`config.mk`:
```
export PLATFORM = sky130hd
export DESIGN_NAME = rcw_timer
export DESIGN_NICKNAME = d
export VERILOG_FILES = /design/src/rcw_pkg.sv /design/src/rcw_timer.sv
export SDC_FILE = /design/constraint.sdc
export NUM_CORES = 1
export LEC_CHECK = 0
export BUFFER_PORTS_ARGS = -buffer_cell sky130_fd_sc_hd__buf_4
export CAP_MARGIN = 20
export CORE_UTILIZATION = 55
export DETAILED_ROUTE_END_ITERATION = 12
export PLACE_DENSITY = 0.79
export SYNTH_ARGS = -nofsm -noshare
export SYNTH_HDL_FRONTEND = slang
export SYNTH_SLANG_ARGS = --single-unit
```
`constraint.sdc`:
```
create_clock -name clock -period 3.4 [get_ports clock]
set_clock_uncertainty 0.05 [all_clocks]
set_input_delay 0.68 -clock clock [delete_from_list [all_inputs] [get_ports clock]]
set_output_delay 0.68 -clock clock [all_outputs]
set_load 0.01 [all_outputs]
```
`src/rcw_pkg.sv`:
```
// constants for the real-time counter, watchdog and shared prescaler
`default_nettype none
package rcw_pkg;
  // register byte offsets
  localparam logic [7:0] OFS_OPTION = 8'h00;
  localparam logic [7:0] OFS_COUNTER = 8'h04;
  localparam logic [7:0] OFS_TIMER1_CTRL_B = 8'h08;
  localparam logic [7:0] OFS_IRQ_STATUS = 8'h0c;
  localparam logic [7:0] OFS_IRQ_CLEAR = 8'h10;
  localparam logic [7:0] OFS_IRQ_ENABLE = 8'h14;
  localparam logic [7:0] OFS_COMMAND = 8'h18;
  localparam logic [7:0] OFS_ZERO_CHECK = 8'h1c;
  localparam logic [7:0] OFS_WATCHDOG = 8'h20;
  // option register fields
  localparam int OPT_RATE_LSB = 0;
  localparam int OPT_ASSIGN_BIT = 3;
  localparam int OPT_EDGE_BIT = 4;
  localparam int OPT_SOURCE_BIT = 5;
  localparam int OPT_ROLL_IE_BIT = 7;
  localparam logic [7:0] OPTION_RESET = 8'h0f;
  // timer1 control b and status fields
  localparam int T1CB_PENDING_BIT = 7;
  localparam int STAT_ROLLOVER_BIT = 0;
  localparam int STAT_WATCHDOG_BIT = 1;
  localparam int CMD_WD_CLEAR_BIT = 0;
  localparam logic [1:0] IRQ_ENABLE_RESET = 2'h0;
  // timing
  localparam int CLK_PERIOD_NS = 10;
  localparam int WD_OSC_PERIOD_NS = 62500;
  localparam int WD_TICK_CYCLES = WD_OSC_PERIOD_NS / CLK_PERIOD_NS;
  localparam int INSTR_CYCLES = 1;
endpackage
`default_nettype wire

```
`src/rcw_timer.sv`:
```
// real-time counter and watchdog sharing one prescaler, apb register slave
//
// What this block does
// - 8-bit counter advances on instruction cycles or external pin edges.
// - 8-bit prescaler in front extends counter range to 16 bits.
// - source bit zero: count instruction cycles, or prescaler outputs.
// - source bit one: sample pin at oscillator rising edges, count edges.
// - edge bit one counts falling edges, zero counts rising edges.
// - counter wrap FFh to 00h sets pending flag, requests interrupt.
// - software counter write clears prescaler when it serves the counter.
// - zero-check read access holds the counter for that cycle.
// - watchdog ticks from its own nominal 16 kHz timebase.
// - watchdog counts 00h to FFh; overflow resets device if fused.
// - assign bit one: prescaler is watchdog postscaler, rate bits ratio.
// - assign bit zero: prescaler divides counter source; never shared.
// - prescaler count has no software access.
// - rollover interrupt gated by enable bit in option register.
//
// The APB slave port and the placing of the registers were chosen for this implementation.
`timescale 1ns/1ns
`default_nettype none
module rcw_timer #(
  parameter int WD_TICK_CYCLES = rcw_pkg::WD_TICK_CYCLES,
  parameter int INSTR_CYCLES = rcw_pkg::INSTR_CYCLES
) (
  input wire logic clock,
  input wire logic arst_n,
  input wire logic psel,
  input wire logic penable,
  input wire logic pwrite,
  input wire logic [7:0] paddr,
  input wire logic [31:0] pwdata,
  output logic pready,
  output logic [31:0] prdata,
  output logic pslverr,
  input wire logic counterPin,
  input wire logic oscillatorInputPin,
  input wire logic watchdogEnableFuse,
  output logic watchdogResetReq,
  output logic irq
);

  if (WD_TICK_CYCLES < 4 || WD_TICK_CYCLES > 65535) begin : gBadTick
    $error("WD_TICK_CYCLES out of range");
  end
  if (INSTR_CYCLES < 1 || INSTR_CYCLES > 255) begin : gBadInstr
    $error("INSTR_CYCLES out of range");
  end

  // all-ones low bits mark the prescaler output for a given ratio
  function automatic logic [7:0] ratioMask(input logic [2:0] rate,
                                           input logic toWatchdog);
    logic [8:0] m;
    m = 9'h0;
    m = (9'h2 << rate) - 9'h1;
    if (toWatchdog) begin
      m = {1'b0, m[8:1]};
    end
    return m[7:0];
  endfunction

  logic [7:0] optionQ, optionD;
  logic [7:0] counterQ, counterD;
  logic [7:0] prescaleQ, prescaleD;
  logic [7:0] watchdogQ, watchdogD;
  logic [15:0] wdDivQ, wdDivD;
  logic [7:0] instrDivQ, instrDivD;
  logic [1:0] statusQ, statusD;
  logic [1:0] irqEnableQ, irqEnableD;
  logic oscPrevQ, oscPrevD;
  logic pinSampleQ, pinSampleD;
  logic fuseQ, fuseD;
  logic resetReqQ, resetReqD;
  logic [31:0] rdataQ, rdataD;
  logic errQ, errD;

  logic setup, wrAccess, rdAccess, mapped;
  logic assignWd, instrTick, wdTick, extEdge, oscRise, pinNow;
  logic srcTick, psFull, cntAdvance, cntWrite, zeroCheck;
  logic rollover, wdOverflow, wdExpire, wdClear;
  logic [7:0] mask;

  assign pready = 1'b1;
  assign prdata = rdataQ;
  assign pslverr = errQ;
  assign watchdogResetReq = resetReqQ;
  assign irq = (statusQ[rcw_pkg::STAT_ROLLOVER_BIT]
                & irqEnableQ[rcw_pkg::STAT_ROLLOVER_BIT]
                & optionQ[rcw_pkg::OPT_ROLL_IE_BIT])
             | (statusQ[rcw_pkg::STAT_WATCHDOG_BIT]
                & irqEnableQ[rcw_pkg::STAT_WATCHDOG_BIT]);

  always_comb begin
    setup = psel & ~penable;
    wrAccess = psel & penable & pwrite;
    rdAccess = psel & penable & ~pwrite;
    mapped = (paddr <= rcw_pkg::OFS_WATCHDOG) && (paddr[1:0] == 2'h0);
    assignWd = optionQ[rcw_pkg::OPT_ASSIGN_BIT];
    mask = ratioMask(optionQ[rcw_pkg::OPT_RATE_LSB +: 3], assignWd);
    psFull = (prescaleQ & mask) == mask;
    instrTick = (instrDivQ == 8'(INSTR_CYCLES - 1));
    wdTick = (wdDivQ == 16'(WD_TICK_CYCLES - 1));
    oscRise = oscillatorInputPin & ~oscPrevQ;
    pinNow = oscRise ? counterPin : pinSampleQ;
    extEdge = oscRise && (optionQ[rcw_pkg::OPT_EDGE_BIT]
              ? (pinSampleQ & ~counterPin)
              : (~pinSampleQ & counterPin));
    srcTick = optionQ[rcw_pkg::OPT_SOURCE_BIT] ? extEdge : instrTick;
    cntWrite = wrAccess && paddr == rcw_pkg::OFS_COUNTER;
    zeroCheck = rdAccess && paddr == rcw_pkg::OFS_ZERO_CHECK;
    wdClear = wrAccess && paddr == rcw_pkg::OFS_COMMAND
              && pwdata[rcw_pkg::CMD_WD_CLEAR_BIT];
    // prescaler only between source and counter when not assigned away
    cntAdvance = srcTick && (assignWd || psFull) && !zeroCheck;
    rollover = cntAdvance && !cntWrite && counterQ == 8'hff;
    wdOverflow = wdTick && watchdogQ == 8'hff && !wdClear;
    wdExpire = wdOverflow && (!assignWd || psFull);
  end

  always_comb begin
    optionD = optionQ;
    counterD = counterQ;
    prescaleD = prescaleQ;
    watchdogD = watchdogQ;
    statusD = statusQ;
    irqEnableD = irqEnableQ;
    rdataD = rdataQ;
    errD = errQ;
    oscPrevD = oscillatorInputPin;
    pinSampleD = pinNow;
    fuseD = watchdogEnableFuse;
    resetReqD = wdExpire && fuseQ;
    instrDivD = instrTick ? 8'h0 : instrDivQ + 8'h1;
    wdDivD = wdTick ? 16'h0 : wdDivQ + 16'h1;

    // counter and its prescaler
    if (!assignWd && srcTick && !zeroCheck) begin
      prescaleD = prescaleQ + 8'h1;
    end
    if (cntAdvance) begin
      counterD = counterQ + 8'h1;
    end
    // watchdog and postscaler
    if (wdTick) begin
      watchdogD = watchdogQ + 8'h1;
    end
    if (assignWd && wdOverflow) begin
      prescaleD = prescaleQ + 8'h1;
    end
    if (wdClear) begin
      watchdogD = 8'h0;
      wdDivD = 16'h0;
      if (assignWd) begin
        prescaleD = 8'h0;
      end
    end

    // register writes
    if (wrAccess) begin
      unique case (paddr)
        rcw_pkg::OFS_OPTION: optionD = pwdata[7:0];
        rcw_pkg::OFS_COUNTER: begin
          counterD = pwdata[7:0];
          if (!assignWd) begin
            prescaleD = 8'h0;
          end
        end
        rcw_pkg::OFS_TIMER1_CTRL_B: begin
          if (!pwdata[rcw_pkg::T1CB_PENDING_BIT]) begin
            statusD[rcw_pkg::STAT_ROLLOVER_BIT] = 1'b0;
          end
        end
        rcw_pkg::OFS_IRQ_CLEAR: statusD = statusQ & ~pwdata[1:0];
        rcw_pkg::OFS_IRQ_ENABLE: irqEnableD = pwdata[1:0];
        default: ;
      endcase
    end
    // a new event wins over a clear in the same cycle
    if (rollover) begin
      statusD[rcw_pkg::STAT_ROLLOVER_BIT] = 1'b1;
    end
    if (wdExpire && fuseQ) begin
      statusD[rcw_pkg::STAT_WATCHDOG_BIT] = 1'b1;
    end

    // read data captured in the setup cycle; prescaler never visible
    if (setup) begin
      errD = !mapped;
      unique case (paddr)
        rcw_pkg::OFS_OPTION: rdataD = {24'h0, optionQ};
        rcw_pkg::OFS_COUNTER: rdataD = {24'h0, counterQ};
        rcw_pkg::OFS_ZERO_CHECK: rdataD = {24'h0, counterQ};
        rcw_pkg::OFS_TIMER1_CTRL_B:
          rdataD = {24'h0, statusQ[rcw_pkg::STAT_ROLLOVER_BIT], 7'h0};
        rcw_pkg::OFS_IRQ_STATUS: rdataD = {30'h0, statusQ};
        rcw_pkg::OFS_IRQ_ENABLE: rdataD = {30'h0, irqEnableQ};
        rcw_pkg::OFS_WATCHDOG: rdataD = {24'h0, watchdogQ};
        default: rdataD = 32'h0;
      endcase
    end
  end

  always_ff @(posedge clock or negedge arst_n) begin
    if (!arst_n) begin
      optionQ <= rcw_pkg::OPTION_RESET;
      counterQ <= 8'h0;
      prescaleQ <= 8'h0;
      watchdogQ <= 8'h0;
      wdDivQ <= 16'h0;
      instrDivQ <= 8'h0;
      statusQ <= 2'h0;
      irqEnableQ <= rcw_pkg::IRQ_ENABLE_RESET;
      oscPrevQ <= 1'b0;
      pinSampleQ <= 1'b0;
      fuseQ <= 1'b0;
      resetReqQ <= 1'b0;
      rdataQ <= 32'h0;
      errQ <= 1'b0;
    end else begin
      optionQ <= optionD;
      counterQ <= counterD;
      prescaleQ <= prescaleD;
      watchdogQ <= watchdogD;
      wdDivQ <= wdDivD;
      instrDivQ <= instrDivD;
      statusQ <= statusD;
      irqEnableQ <= irqEnableD;
      oscPrevQ <= oscPrevD;
      pinSampleQ <= pinSampleD;
      fuseQ <= fuseD;
      resetReqQ <= resetReqD;
      rdataQ <= rdataD;
      errQ <= errD;
    end
  end
endmodule // rcw_timer
`default_nettype wire

```
=== Yosys cells after proc, flatten, opt, wreduce, memory -nomap -nowiden ===
Index checks and enable logic that the tools add are counted.

* $add $sub $neg: 6
* $mul: 0
* Divide/modulo/power cells: 0
* Magnitude comparators: 1
* Equality and inequality tests: 13
* Shift operators: 1
* Muxes and demuxes: 25
* Bitwise logic cells: 19
* Reductions and logical operators: 37

{| class="wikitable"
|+ Operator list
! kind !! count
|-
| $mux W8 || 14
|-
| $pmux W8 S6 || 1
|-
| $add A8 B1 Y8 const B || 4
|-
| $eq A8 B5 Y1 const B || 4
|-
| $mux W16 || 2
|-
| $logic_and A1 B1 Y1 || 17
|-
| $add A16 B1 Y16 const B || 1
|-
| $eq A16 B13 Y1 const B || 1
|-
| $eq A8 B4 Y1 const B || 2
|-
| $eq A8 B8 Y1 const B || 2
|-
| $logic_not A8 Y1 || 2
|-
| $and A1 B1 Y1 || 10
|-
| $shl A2 B3 Y9 const A || 1
|-
| $sub A9 B1 Y9 const B || 1
|-
| $and A8 B8 Y8 || 1
|-
| $eq A8 B3 Y1 const B || 1
|-
| $eq A8 B6 Y1 const B || 1
|-
| $eq A8 B8 Y1 || 1
|-
| $le A8 B6 Y1 const B || 1
|-
| $reduce_bool A2 Y1 || 4
|-
| $mux W1 || 6
|-
| $reduce_and A2 Y1 || 3
|-
| $logic_not A1 Y1 || 5
|-
| $not A1 Y1 || 5
|-
| other kinds (11) || 12
|}

* Register bits: 97
* Latch bits: 0
* Memory bits (writable): 0
* Bits in read-only memories: 0
* Bits of input ports: 48
* Output and inout port bits: 36
* Logic and storage cells: 117
* Memories: 0

=== Depth between registers and ports, before layout ===
Gate-level depths: netlist (run 1).

* Depth after elaboration: 14
* Gate-level depth with buffers: 13
* Gate-level depth less buffers: 10

=== Worst setup path before layout (run 1) ===
Ideal clock, no wire load.

* Path kind: reg2reg
* From: reg optionQ[2]
* To: reg counterQ[3]
* Library setup time: 82 ps
* Data arrival time: 2449 ps
* Data required time: 3268 ps
* Path slack: 819 ps
* Cell stages (with the launch flop): 13
* Path buffers: 3
* Period minus slack after synthesis: 2581 ps
* Cell sequence: dfstp_2 -> buf_6 -> nor2_1 -> nand2_1 -> ha_1 -> buf_2 -> o21ai_0 -> a221oi_2 -> nand4_2 -> o41ai_4 -> buf_6 -> nand4b_1 -> a31oi_1

* Word-level cells in the longest chain between the ends: 11

{| class="wikitable"
|+ Ends and longest elaborated chain
! what !! line !! text
|-
| from (decl) || rcw_timer.sv:62 || <nowiki>logic [7:0] optionQ, optionD;</nowiki>
|-
| from (signal assigned) || rcw_timer.sv:205 || <nowiki>optionQ <= rcw_pkg::OPTION_RESET;</nowiki>
|-
| from (signal assigned) || rcw_timer.sv:220 || <nowiki>optionQ <= optionD;</nowiki>
|-
| $shl A2 B3 Y9 (*) || rcw_timer.sv:55 || <nowiki>m = (9'h2 << rate) - 9'h1;</nowiki>
|-
| $sub A9 B1 Y9 (*) || rcw_timer.sv:55 ||
|-
| $mux W8 (*) || rcw_timer.sv:56 || <nowiki>if (toWatchdog) begin</nowiki>
|-
| $and A8 B8 Y8 || rcw_timer.sv:100 || <nowiki>psFull = (prescaleQ & mask) == mask;</nowiki>
|-
| $eq A8 B8 Y1 (*) || rcw_timer.sv:100 ||
|-
| $logic_or A1 B1 Y1 (*) || rcw_timer.sv:114 || <nowiki>cntAdvance = srcTick && (assignWd || psFull) && !zeroCheck;</nowiki>
|-
| $logic_and A1 B1 Y1 (*) (2 in series) || rcw_timer.sv:114 ||
|-
| $mux W8 (*) || rcw_timer.sv:140 || <nowiki>if (cntAdvance) begin</nowiki>
|-
| $mux W8 || rcw_timer.sv:160 || <nowiki>unique case (paddr)</nowiki>
|-
| $mux W8 (*) || rcw_timer.sv:159 || <nowiki>if (wrAccess) begin</nowiki>
|-
| via counterD[3] || rcw_timer.sv:63 || <nowiki>logic [7:0] counterQ, counterD;</nowiki>
|-
| to (signal assigned) || rcw_timer.sv:221 || <nowiki>counterQ <= counterD;</nowiki>
|-
| to (decl) || rcw_timer.sv:63 ||
|}

Mark *: on every way through the listed nets, which the timed path passes. The rest lies on a longest branch.
A chain may end at the register's enable or synchronous reset.

=== Worst setup path after layout (run 1) ===
* From: reg optionQ[2]
* To: reg counterQ[0]

Same word-level chain as after synthesis.

==> impl_metrics.json, run 1 <==
{
  "clk_latency_ns": 0.36,
  "area_growth_pct": 9.36,
  "gp_congestion": 0.895,
  "port_buffers": 34,
  "grt_antenna_before_repair": 0,
  "tightestPinTransition_ns": 1.03,
  "fmax_mhz": 322,
  "dr.pass1.iters": 5,
  "cts.sinks": 73,
  "drive_above_1_share_pct": 18.1,
  "wl_per_cell_microns": 14.6,
  "irDropWorstVdd_mv": 0.286,
  "grt_max_degree": 74,
  "dp_hpwl_microns": 6400,
  "setup_viol": 0,
  "gr-total-overflow": 0,
  "crit_type": "flip-flop to flip-flop",
  "ctsHoldBuffers": 0,
  "finalCritPeriodShare_pct": 91.3,
  "power_density_nw_per_um2": 510,
  "maxCapViolations": 0,
  "cp_slowest_cell": "dfstp_2",
  "relSlewSlack_pct": 31.0,
  "ant_nets": 0,
  "cts-root-buf": "clkbuf_8",
  "synth_top_area_cell": "dfrtp_1",
  "fin_crit_ns": 3.10,
  "die-area_sq_um": 8340,
  "grt_pass1_wl_microns": 14900,
  "setup.worst_path.start_class": "flip-flop",
  "synth_warnings": 0,
  "endpoint_kind": "flip-flop",
  "p_int_mw": 1.64,
  "syn_avg_cell_area_sq_um": 9.24,
  "arrival_ns": 3.29,
  "final_cell_mix": "69 x dfrtp_1, 60 x nor2_1, 51 x nand2_1",
  "numCtsBuffers": 9,
  "final_nets": 560,
  "htree_levels": 3,
  "switchingPower_mw": 0.806,
  "status": "finished clean",
  "crit_chain": "nor2_1 -> nand2_1 -> ha_1 -> or3b_2 -> o21ai_2 -> a21oi_1 -> o311ai_1 -> o41ai_4 -> buf_4 -> a21oi_1 -> a211o_1",
  "leakage_nw": 2.11,
  "die_h_microns": 91.3,
  "syn_inst": 475,
  "drc": 0,
  "synth_seq_area_share_pct": 41.8,
  "ys.flop_type": "dfrtp_1",
  "initial_core_util_pct": 56.8,
  "cts_tree": "done",
  "final_common_cell": "dfrtp_1",
  "synth_top_area_share_pct": 39.4,
  "cp_common_cell": "a21oi_1",
  "pwr-share-clk_pct": 28.3,
  "p_sw_share_pct": 33.0,
  "max_stage_delay_ns": 0.72,
  "cts_resized": 0,
  "routed_wl_microns": 8930,
  "p_total_mw": 2.45,
  "hold_viol_final": 0,
  "rsz0062_at_grt": "no",
  "viasPerCell": 5.66,
  "grt_usage_pct": 22.7,
  "hold_path_class": "primary input to flip-flop",
  "fp-row-count": 32,
  "required_ns": 3.59,
  "drt_iter0_markers": 232,
  "power_frac_comb_pct": 23.5,
  "slew_viol_final": 0,
  "syn_area_sq_um": 4390,
  "diodes": 0,
  "core_sq_um": 7730,
  "seq_power_share_pct": 48.3,
  "clockBufferDepth": 2,
  "vias": 3461,
  "synth-edff-count": 0,
  "fin_setup_tns_ns": 0,
  "regToRegSetupSlack_ns": 0.30,
  "postCtsSetupRepairBufs": 0,
  "ios": 84,
  "ys_ff_latch": 73,
  "yosysUniqueCellTypes": 67,
  "grt_pass1_vias": 3189,
  "synth_area_leaders": "dfrtp_1 39%, nor2_1 5.1%, nand2_1 4.4%",
  "clk_pin_slew_ns": 0.07,
  "async_flop_share_pct": 100,
  "worst-path-max-fanout": 16,
  "die_w_microns": 91.3
}
power groups by stage:
stage	Sequential (mW)	Clock (mW)	Combinational, mW
finish	1.18	0.691	0.575
global route	1.20	0.742	0.656
CTS	1.17	0.706	0.575
detailed placement	1.19	0	0.576
global placement	1.18	0	0.550
floorplan	1.12	0	0.502
worst paths after layout:
path                                         start           end  cells after the start
worst max-delay path                    optionQ[2]   counterQ[0]                     11
worst min-delay path            watchdogEnableFuse         fuseQ                      1
worst max register to register          optionQ[2]   counterQ[0]                     11
worst min register to register        instrDivQ[7]  instrDivQ[7]                      1
max in group asynchronous                   arst_n  instrDivQ[7]                      1
min in group asynchronous                   arst_n  prescaleQ[1]                      1
layout make-up:
type                            count  area (sq um)
Clock buffer                       10           138
Clock inverter                      6          65.1
Fill cell                         658          2930
Inverter                           11          41.3
Multi-Input combinational cell    371          2310
Sequential cell                    73          1830
Tap cell                          102           128
Timing Repair Buffer               38           285
per-layer routing:
layer,share of wire (%),up-vias,routed length [microns],GRT usage [%]
met5,0,-,0,0
met4,1.1,0,100,6.35
met3,5.0,11,442,6.20
met2,49,102,4390,37.4
met1,45,1663,4000,29.4
li1,-,1685,-,-
flip-flops by register name (all words and copies together), names as in the netlist, 2 cells and up:
| signal | cells |
|---|---|
| counterQ | 8 |
| instrDivQ | 8 |
| irqEnableQ | 2 |
| optionQ | 8 |
| prdata | 8 |
| prescaleQ | 8 |
| statusQ | 2 |
| watchdogQ | 8 |
| wdDivQ | 16 |
metrics by stage:
step	area (sq um)	util [%]	setup slack [ns]	cells	hold WS, ns
5_1_grt	4800	62.1	0.0764	611	0.361
6_report	4800	62.1	0.296	611	0.380
3_5_place_dp	4590	59.5	0.323	595	0.416
4_1_cts	4800	62.1	0.324	611	0.370
3_3_place_gp	4590	59.5	0.415	595	0.416
2_1_floorplan	4470	-	0.819	498	0.334
cells in the mapped netlist, drive strengths merged, types with 4 or more instances:
master and n:
nand3b 4, nor2b 4, nor3b 5, a21oi 17, inv 11, dfrtp 69, o21ai 20, nand4 13
nor3 12, buf 31, or3 4, nand2 51, a22oi 4, ha 8, clkbuf 12, nor4 5
and3 10, a22o 6, nand3 21, nor2 60, dfstp 4, xnor2 17, mux2 14, and4 7
a221oi 4, xor2 17, nand2b 5
cells by family after synthesis:
kind of cell | after synthesis | share of synthesized area [%]
buffers and inverters | 54 | 7.59
AND/OR/NAND/NOR | 215 | 25.4
other | 2 | 0.171
AO/OA/AOI/OAI | 73 | 11.9
XOR/XNOR | 34 | 6.79
flip-flops | 73 | 41.8
adder cells (fa/ha/maj) | 8 | 2.28
multiplexers | 16 | 4.05
worst max-delay path, delay by kind of cell, from the launching register on:
family,cells,cell delay (ns)
compound gates,6,1.14
flops,1,0.72
fa+ha+maj,1,0.43
simple gates,3,0.40
buf+inv,1,0.25
Power figures use the tool's default switching activity.
==> run 2: changes to the inputs <==
--- a/config.mk
+++ b/config.mk
@@ -8,6 +8,7 @@
 export BUFFER_PORTS_ARGS = -buffer_cell sky130_fd_sc_hd__buf_4
 export CAP_MARGIN = 20
 export CORE_UTILIZATION = 55
+export CTS_BUF_LIST = sky130_fd_sc_hd__clkbuf_4
 export DETAILED_ROUTE_END_ITERATION = 12
 export PLACE_DENSITY = 0.79
 export SYNTH_ARGS = -nofsm -noshare
==> run 2 against run 1 <==
Effect of this change:
- sequential cell count is the same
- routed wire length shrank 0.82%
- power is 6.7% lower
- first-iteration DRC count shrank 17%
- worst hold slack lost 0.063 ns
- global-route usage down 0.36 points
- non-clock buffer count unchanged
- final cell count did not move
==> impl_metrics.json, run 2 (synthesis results as in run 1) <==
{
  "crit_chain": "nor2_1 -> nand2_1 -> ha_1 -> or3b_2 -> o21ai_2 -> a21oi_1 -> o311ai_1 -> o41ai_4 -> buf_4 -> a21oi_1 -> a211o_1",
  "setup.worst_path.start_class": "flip-flop",
  "slew_viol_final": 0,
  "ios": 84,
  "fin_setup_tns_ns": 0,
  "htree_levels": 3,
  "hold_path_class": "primary input to async pin",
  "hold_viol_final": 0,
  "grt_max_degree": 74,
  "wl_per_cell_microns": 14.5,
  "diodes": 0,
  "irDropWorstVdd_mv": 0.270,
  "ctsHoldBuffers": 0,
  "drt_iter0_markers": 193,
  "maxCapViolations": 0,
  "worst-path-max-fanout": 16,
  "gr-total-overflow": 0,
  "dp_hpwl_microns": 6400,
  "die_w_microns": 91.3,
  "max_stage_delay_ns": 0.73,
  "ant_nets": 0,
  "grt_pass1_vias": 3192,
  "largest_register": "wdDivQ",
  "grt_pass1_wl_microns": 14700,
  "crit_type": "flip-flop to flip-flop",
  "fin_crit_ns": 3.11,
  "cts_tree": "done",
  "area_growth_pct": 7.84,
  "final_nets": 560,
  "die_h_microns": 91.3,
  "port_buffers": 34,
  "drive_above_1_share_pct": 17.9,
  "fp-row-count": 32,
  "cts.sinks": 73,
  "viasPerCell": 5.69,
  "leakage_nw": 2.08,
  "initial_core_util_pct": 56.8,
  "fillers": 668,
  "cp_common_cell": "a21oi_1",
  "p_total_mw": 2.28,
  "arrival_ns": 3.35,
  "cp_slowest_cell": "dfstp_2",
  "cts_resized": 0,
  "final_util_pct": 61.2,
  "final_cell_mix": "69 x dfrtp_1, 60 x nor2_1, 51 x nand2_1",
  "status": "finished clean",
  "drc": 0,
  "setup_viol": 0,
  "rsz0062_at_grt": "no",
  "routed_wl_microns": 8850,
  "clk_latency_ns": 0.42,
  "setup_ws_ns": 0.290,
  "largest_register_ffs": 16,
  "postCtsSetupRepairBufs": 0,
  "required_ns": 3.64,
  "clockBufferDepth": 2,
  "die-area_sq_um": 8340,
  "finalCritPeriodShare_pct": 91.5,
  "dr.pass1.iters": 5,
  "numCtsBuffers": 9,
  "grt_antenna_before_repair": 0,
  "power_density_nw_per_um2": 482,
  "clk_pin_slew_ns": 0.11,
  "grt_usage_pct": 22.3,
  "relSlewSlack_pct": 31.4,
  "dp_slack_ns": 0.323,
  "fmax_mhz": 322,
  "gp_congestion": 0.895,
  "final_common_cell": "dfrtp_1",
  "core_sq_um": 7730,
  "tightestPinTransition_ns": 1.03,
  "endpoint_kind": "flip-flop",
  "vias": 3476,
  "cts-root-buf": "clkbuf_4"
}
==> run 2: final cells by class <==
class                      count  area, sq um  area share [%]
clock buffer                   9         67.6            1.43
clock inverter                 7         68.8            1.45
inverter                      11         41.3           0.873
multi-input combinational    371         2310            48.8
sequential                    73         1830            38.7
tap                          102          128            2.70
timing repair buffer          38          285            6.03
==> run 2: final timing paths <==
path | slack [ns] | startpoint | cells after the start | endpoint
worst min-delay path | 0.32 | arst_n | 1 | prescaleQ[1]
worst max-delay path | 0.29 | optionQ[2] | 11 | counterQ[0]
worst min register to register | 0.44 | instrDivQ[7] | 1 | instrDivQ[7]
min in group clock | 0.32 | oscillatorInputPin | 1 | oscPrevQ
max in group asynchronous | 2.38 | arst_n | 1 | instrDivQ[7]
worst max register to register | 0.29 | optionQ[2] | 11 | counterQ[0]
==> run 2: power breakdown <==
part | switching, mW | total, mW | internal, mW | leakage, nW
registers | 0.185 | 1.18 | 0.995 | 0.905
logic | 0.291 | 0.576 | 0.285 | 1.10
clock network | 0.304 | 0.527 | 0.223 | 0.0737
total | 0.779 | 2.28 | 1.50 | 2.08
==> run 2: through the flow <==
step	hold slack, ns	std cells	area, sq um
after global placement	0.416	595	4590
final	0.317	611	4730
after global routing	0.284	611	4730
after CTS	0.293	611	4730
after detailed placement	0.416	595	4590
after floorplan	0.334	498	4470
==> run 2: routing by layer <==
metal	vias up	share of wire, %	global-route usage, %
met5	-	0	0
met4	0	1.5	6.88
met3	16	5.3	4.94
met2	115	48	36.9
met1	1659	45	29.3
li1	1686	-	-
==> run 2: critical path: cells and delay by family (launching register included) <==
kind                       cells  cell delay [ns]
AOI/OAI and AO/OA              6             1.14
buffers and inverters          1             0.25
adders and majority gates      1             0.43
DFF                            1             0.73
and+or+nand+nor                3             0.40
==> run 3: changes to the inputs <==
--- a/config.mk
+++ b/config.mk
@@ -5,12 +5,15 @@
 export SDC_FILE = /design/constraint.sdc
 export NUM_CORES = 1
 export LEC_CHECK = 0
+export ABC_AREA = 1
 export BUFFER_PORTS_ARGS = -buffer_cell sky130_fd_sc_hd__buf_4
 export CAP_MARGIN = 20
-export CORE_UTILIZATION = 55
+export CELL_PAD_IN_SITES_DETAIL_PLACEMENT = 1
+export CELL_PAD_IN_SITES_GLOBAL_PLACEMENT = 2
+export CORE_UTILIZATION = 33
 export CTS_BUF_LIST = sky130_fd_sc_hd__clkbuf_4
 export DETAILED_ROUTE_END_ITERATION = 12
-export PLACE_DENSITY = 0.79
+export PLACE_DENSITY_LB_ADDON = 0.1
 export SYNTH_ARGS = -nofsm -noshare
 export SYNTH_HDL_FRONTEND = slang
 export SYNTH_SLANG_ARGS = --single-unit
==> run 3 against run 2 <==
Effect of this change:
- synthesized cell count increased by 34%
- final cell count is 41% higher
- register-to-register slack better by 0.38 ns
- largest power group unchanged
==> impl_metrics.json, run 3 <==
{
  "status": "finished clean",
  "die-area_sq_um": 14800,
  "crit_buf_inv": 2,
  "seq_power_share_pct": 47.3,
  "register_area_sq_um": 1830,
  "relSlewSlack_pct": 31.5,
  "ff2ff_path_depth": 16,
  "cts-root-buf": "clkbuf_4",
  "ios": 84,
  "regToRegSetupSlack_ns": 0.67,
  "rsz0062_at_grt": "no",
  "gp_congestion": 0.806,
  "synth_area_leaders": "dfrtp_1 37%, nand2_1 13%, inv_1 7.2%",
  "crit_chain": "clkinv_4 -> nand2_1 -> ha_1 -> nand4_1 -> nand2_1 -> nand2_1 -> nand2_1 -> nand2_1 -> nor2_1 -> nand2_1 -> nand2_2 -> nand2_1 -> nand2_1 -> nand3_1 -> nand2_1 -> inv_1",
  "fmax_mhz": 367,
  "fp-row-count": 43,
  "grt_usage_pct": 19.3,
  "required_ns": 3.72,
  "numCtsBuffers": 9,
  "synth_top_cells_by_count": "159 x nand2_1, 90 x inv_1, 69 x dfrtp_1",
  "crit_family": "simple AND/OR/NAND/NOR gates",
  "vias": 4142,
  "slew_viol_final": 0,
  "syn_inst": 638,
  "power_density_nw_per_um2": 491,
  "syn_avg_cell_area_sq_um": 7.40,
  "fin_setup_tns_ns": 0,
  "p_sw_share_pct": 39.2,
  "dr.pass1.iters": 4,
  "viasPerCell": 4.82,
  "synth_top_area_share_pct": 36.6,
  "clockBufferDepth": 2,
  "final_cell_mix": "159 x nand2_1, 90 x inv_1, 69 x dfrtp_1",
  "power_frac_comb_pct": 30.6,
  "htree_levels": 3,
  "r2r_end": "counterQ[6]",
  "final_util_pct": 37.3,
  "multi_input_area_sq_um": 2350,
  "gr-total-overflow": 0,
  "setup_ws_ns": 0.672,
  "synth_top_area_cell": "dfrtp_1",
  "drive_above_1_share_pct": 15.3,
  "initial_core_util_pct": 33.9,
  "yosysUniqueCellTypes": 47,
  "area_growth_pct": 10.1,
  "cp_slowest_cell": "dfstp_2",
  "cts_resized": 0,
  "ys_ff_latch": 73,
  "max_stage_delay_ns": 0.67,
  "final_common_cell": "nand2_1",
  "die_w_microns": 122,
  "switchingPower_mw": 1.00,
  "dp_slack_ns": 0.236,
  "wl_per_cell_microns": 15.2,
  "arrival_ns": 3.05,
  "port_buffers": 34,
  "r2r_start": "optionQ[2]",
  "setup_viol": 0,
  "leakage_nw": 2.63,
  "largest_register": "wdDivQ",
  "async_flop_share_pct": 100,
  "irDropWorstVdd_mv": 0.164,
  "hold_path_class": "primary input to async pin",
  "synth_warnings": 0,
  "synth_seq_area_share_pct": 38.8,
  "final_cell_area_sq_um": 5200,
  "worst-path-max-fanout": 11,
  "setup.worst_path.start_class": "flip-flop",
  "cts.sinks": 73,
  "maxCapViolations": 0,
  "synth-edff-count": 0,
  "finalCritPeriodShare_pct": 80.2,
  "largest_register_ffs": 16,
  "hold_viol_final": 0,
  "synth.most_common_cell": "nand2_1",
  "ctsHoldBuffers": 0,
  "routed_wl_microns": 13100,
  "dp_hpwl_microns": 9870,
  "fin_crit_ns": 2.73,
  "p_int_mw": 1.55,
  "cp_common_cell": "nand2_1",
  "syn_area_sq_um": 4720,
  "endpoint_kind": "flip-flop",
  "clk_pin_slew_ns": 0.13,
  "pwr-share-clk_pct": 22.1,
  "placed_area_sq_um": 5050,
  "postCtsSetupRepairBufs": 0,
  "grt_pass1_vias": 4232,
  "grt_max_degree": 74,
  "ant_nets": 0,
  "ys.flop_type": "dfrtp_1",
  "grt_antenna_before_repair": 1,
  "crit_type": "flip-flop to flip-flop",
  "final_nets": 730,
  "drt_iter0_markers": 157,
  "fillers": 1783,
  "grt_pass1_wl_microns": 21500,
  "clk_latency_ns": 0.47,
  "die_h_microns": 122,
  "tightestPinTransition_ns": 1.03,
  "drc": 0,
  "core_sq_um": 13900,
  "cts_tree": "done"
}
## run 3: changes by cell type in the layout (fill, tap and decap cells not counted), moves of 12 or more
cell / previous run / this run
inv_1: 11 / 90
mux2_2: 14 / 1
nand2_1: 51 / 159
nand3_1: 21 / 44
nor2_1: 60 / 42
nor2_2: 0 / 12
xnor2_1: 17 / 3
## run 3: worst max-delay path by stage
| stage | depth (start not counted) | endpoint | slack (ns) | startpoint |
|---|---|---|---|---|
| after floorplan | 18 | counterQ[4] | 1.40 | optionQ[2] |
| after global placement | 13 | counterQ[7] | 0.31 | paddr[6] |
| after detailed placement | 13 | counterQ[6] | 0.24 | paddr[6] |
| after CTS | 16 | counterQ[5] | 0.65 | optionQ[2] |
| after global routing | 16 | counterQ[5] | 0.38 | optionQ[2] |
| final | 16 | counterQ[6] | 0.67 | optionQ[2] |
## run 3: power by group through the flow
stage / clock network [mW] / registers, mW / logic [mW]
after floorplan: 0 / 1.17 / 0.640
after global placement: 0 / 1.22 / 0.748
after detailed placement: 0 / 1.22 / 0.788
after CTS: 0.586 / 1.21 / 0.791
after global routing: 0.625 / 1.24 / 0.906
final: 0.564 / 1.21 / 0.782
## run 3: final cells by class
type | instances | area share [%]
diodes | 1 | 0.0481
clock buffers | 11 | 1.59
clock inverters | 5 | 0.890
inverters | 102 | 7.48
multi-input cells | 453 | 45.1
flip-flops and latches | 73 | 35.2
well taps | 180 | 4.33
repair buffers | 35 | 5.29
## run 3: layer usage
metal	global-route usage [%]	up-vias	part of all wire, %
li1	-	2066	-
met1	26.2	2003	50
met2	30.3	58	46
met3	3.93	15	3.0
met4	6.71	0	1.5
met5	0	-	0
## run 3: cells by family after synthesis
group,after synthesis,synth area share (%)
adder cells (fa/ha/maj),8,2.12
XOR/XNOR,16,2.97
AO/OA/AOI/OAI,73,8.69
multiplexers,1,0.238
AND/OR/NAND/NOR,330,33.7
flip-flops,73,38.8
other,2,0.159
buffers and inverters,135,13.3
## run 3: metrics by stage
step                instances  power (mW)  hold slack [ns]
global placement          842        1.97            0.419
floorplan                 661        1.81            0.334
finish                    860        2.55            0.101
global route              860        2.77           0.0978
CTS                       858        2.59            0.242
detailed placement        842        2.01            0.421
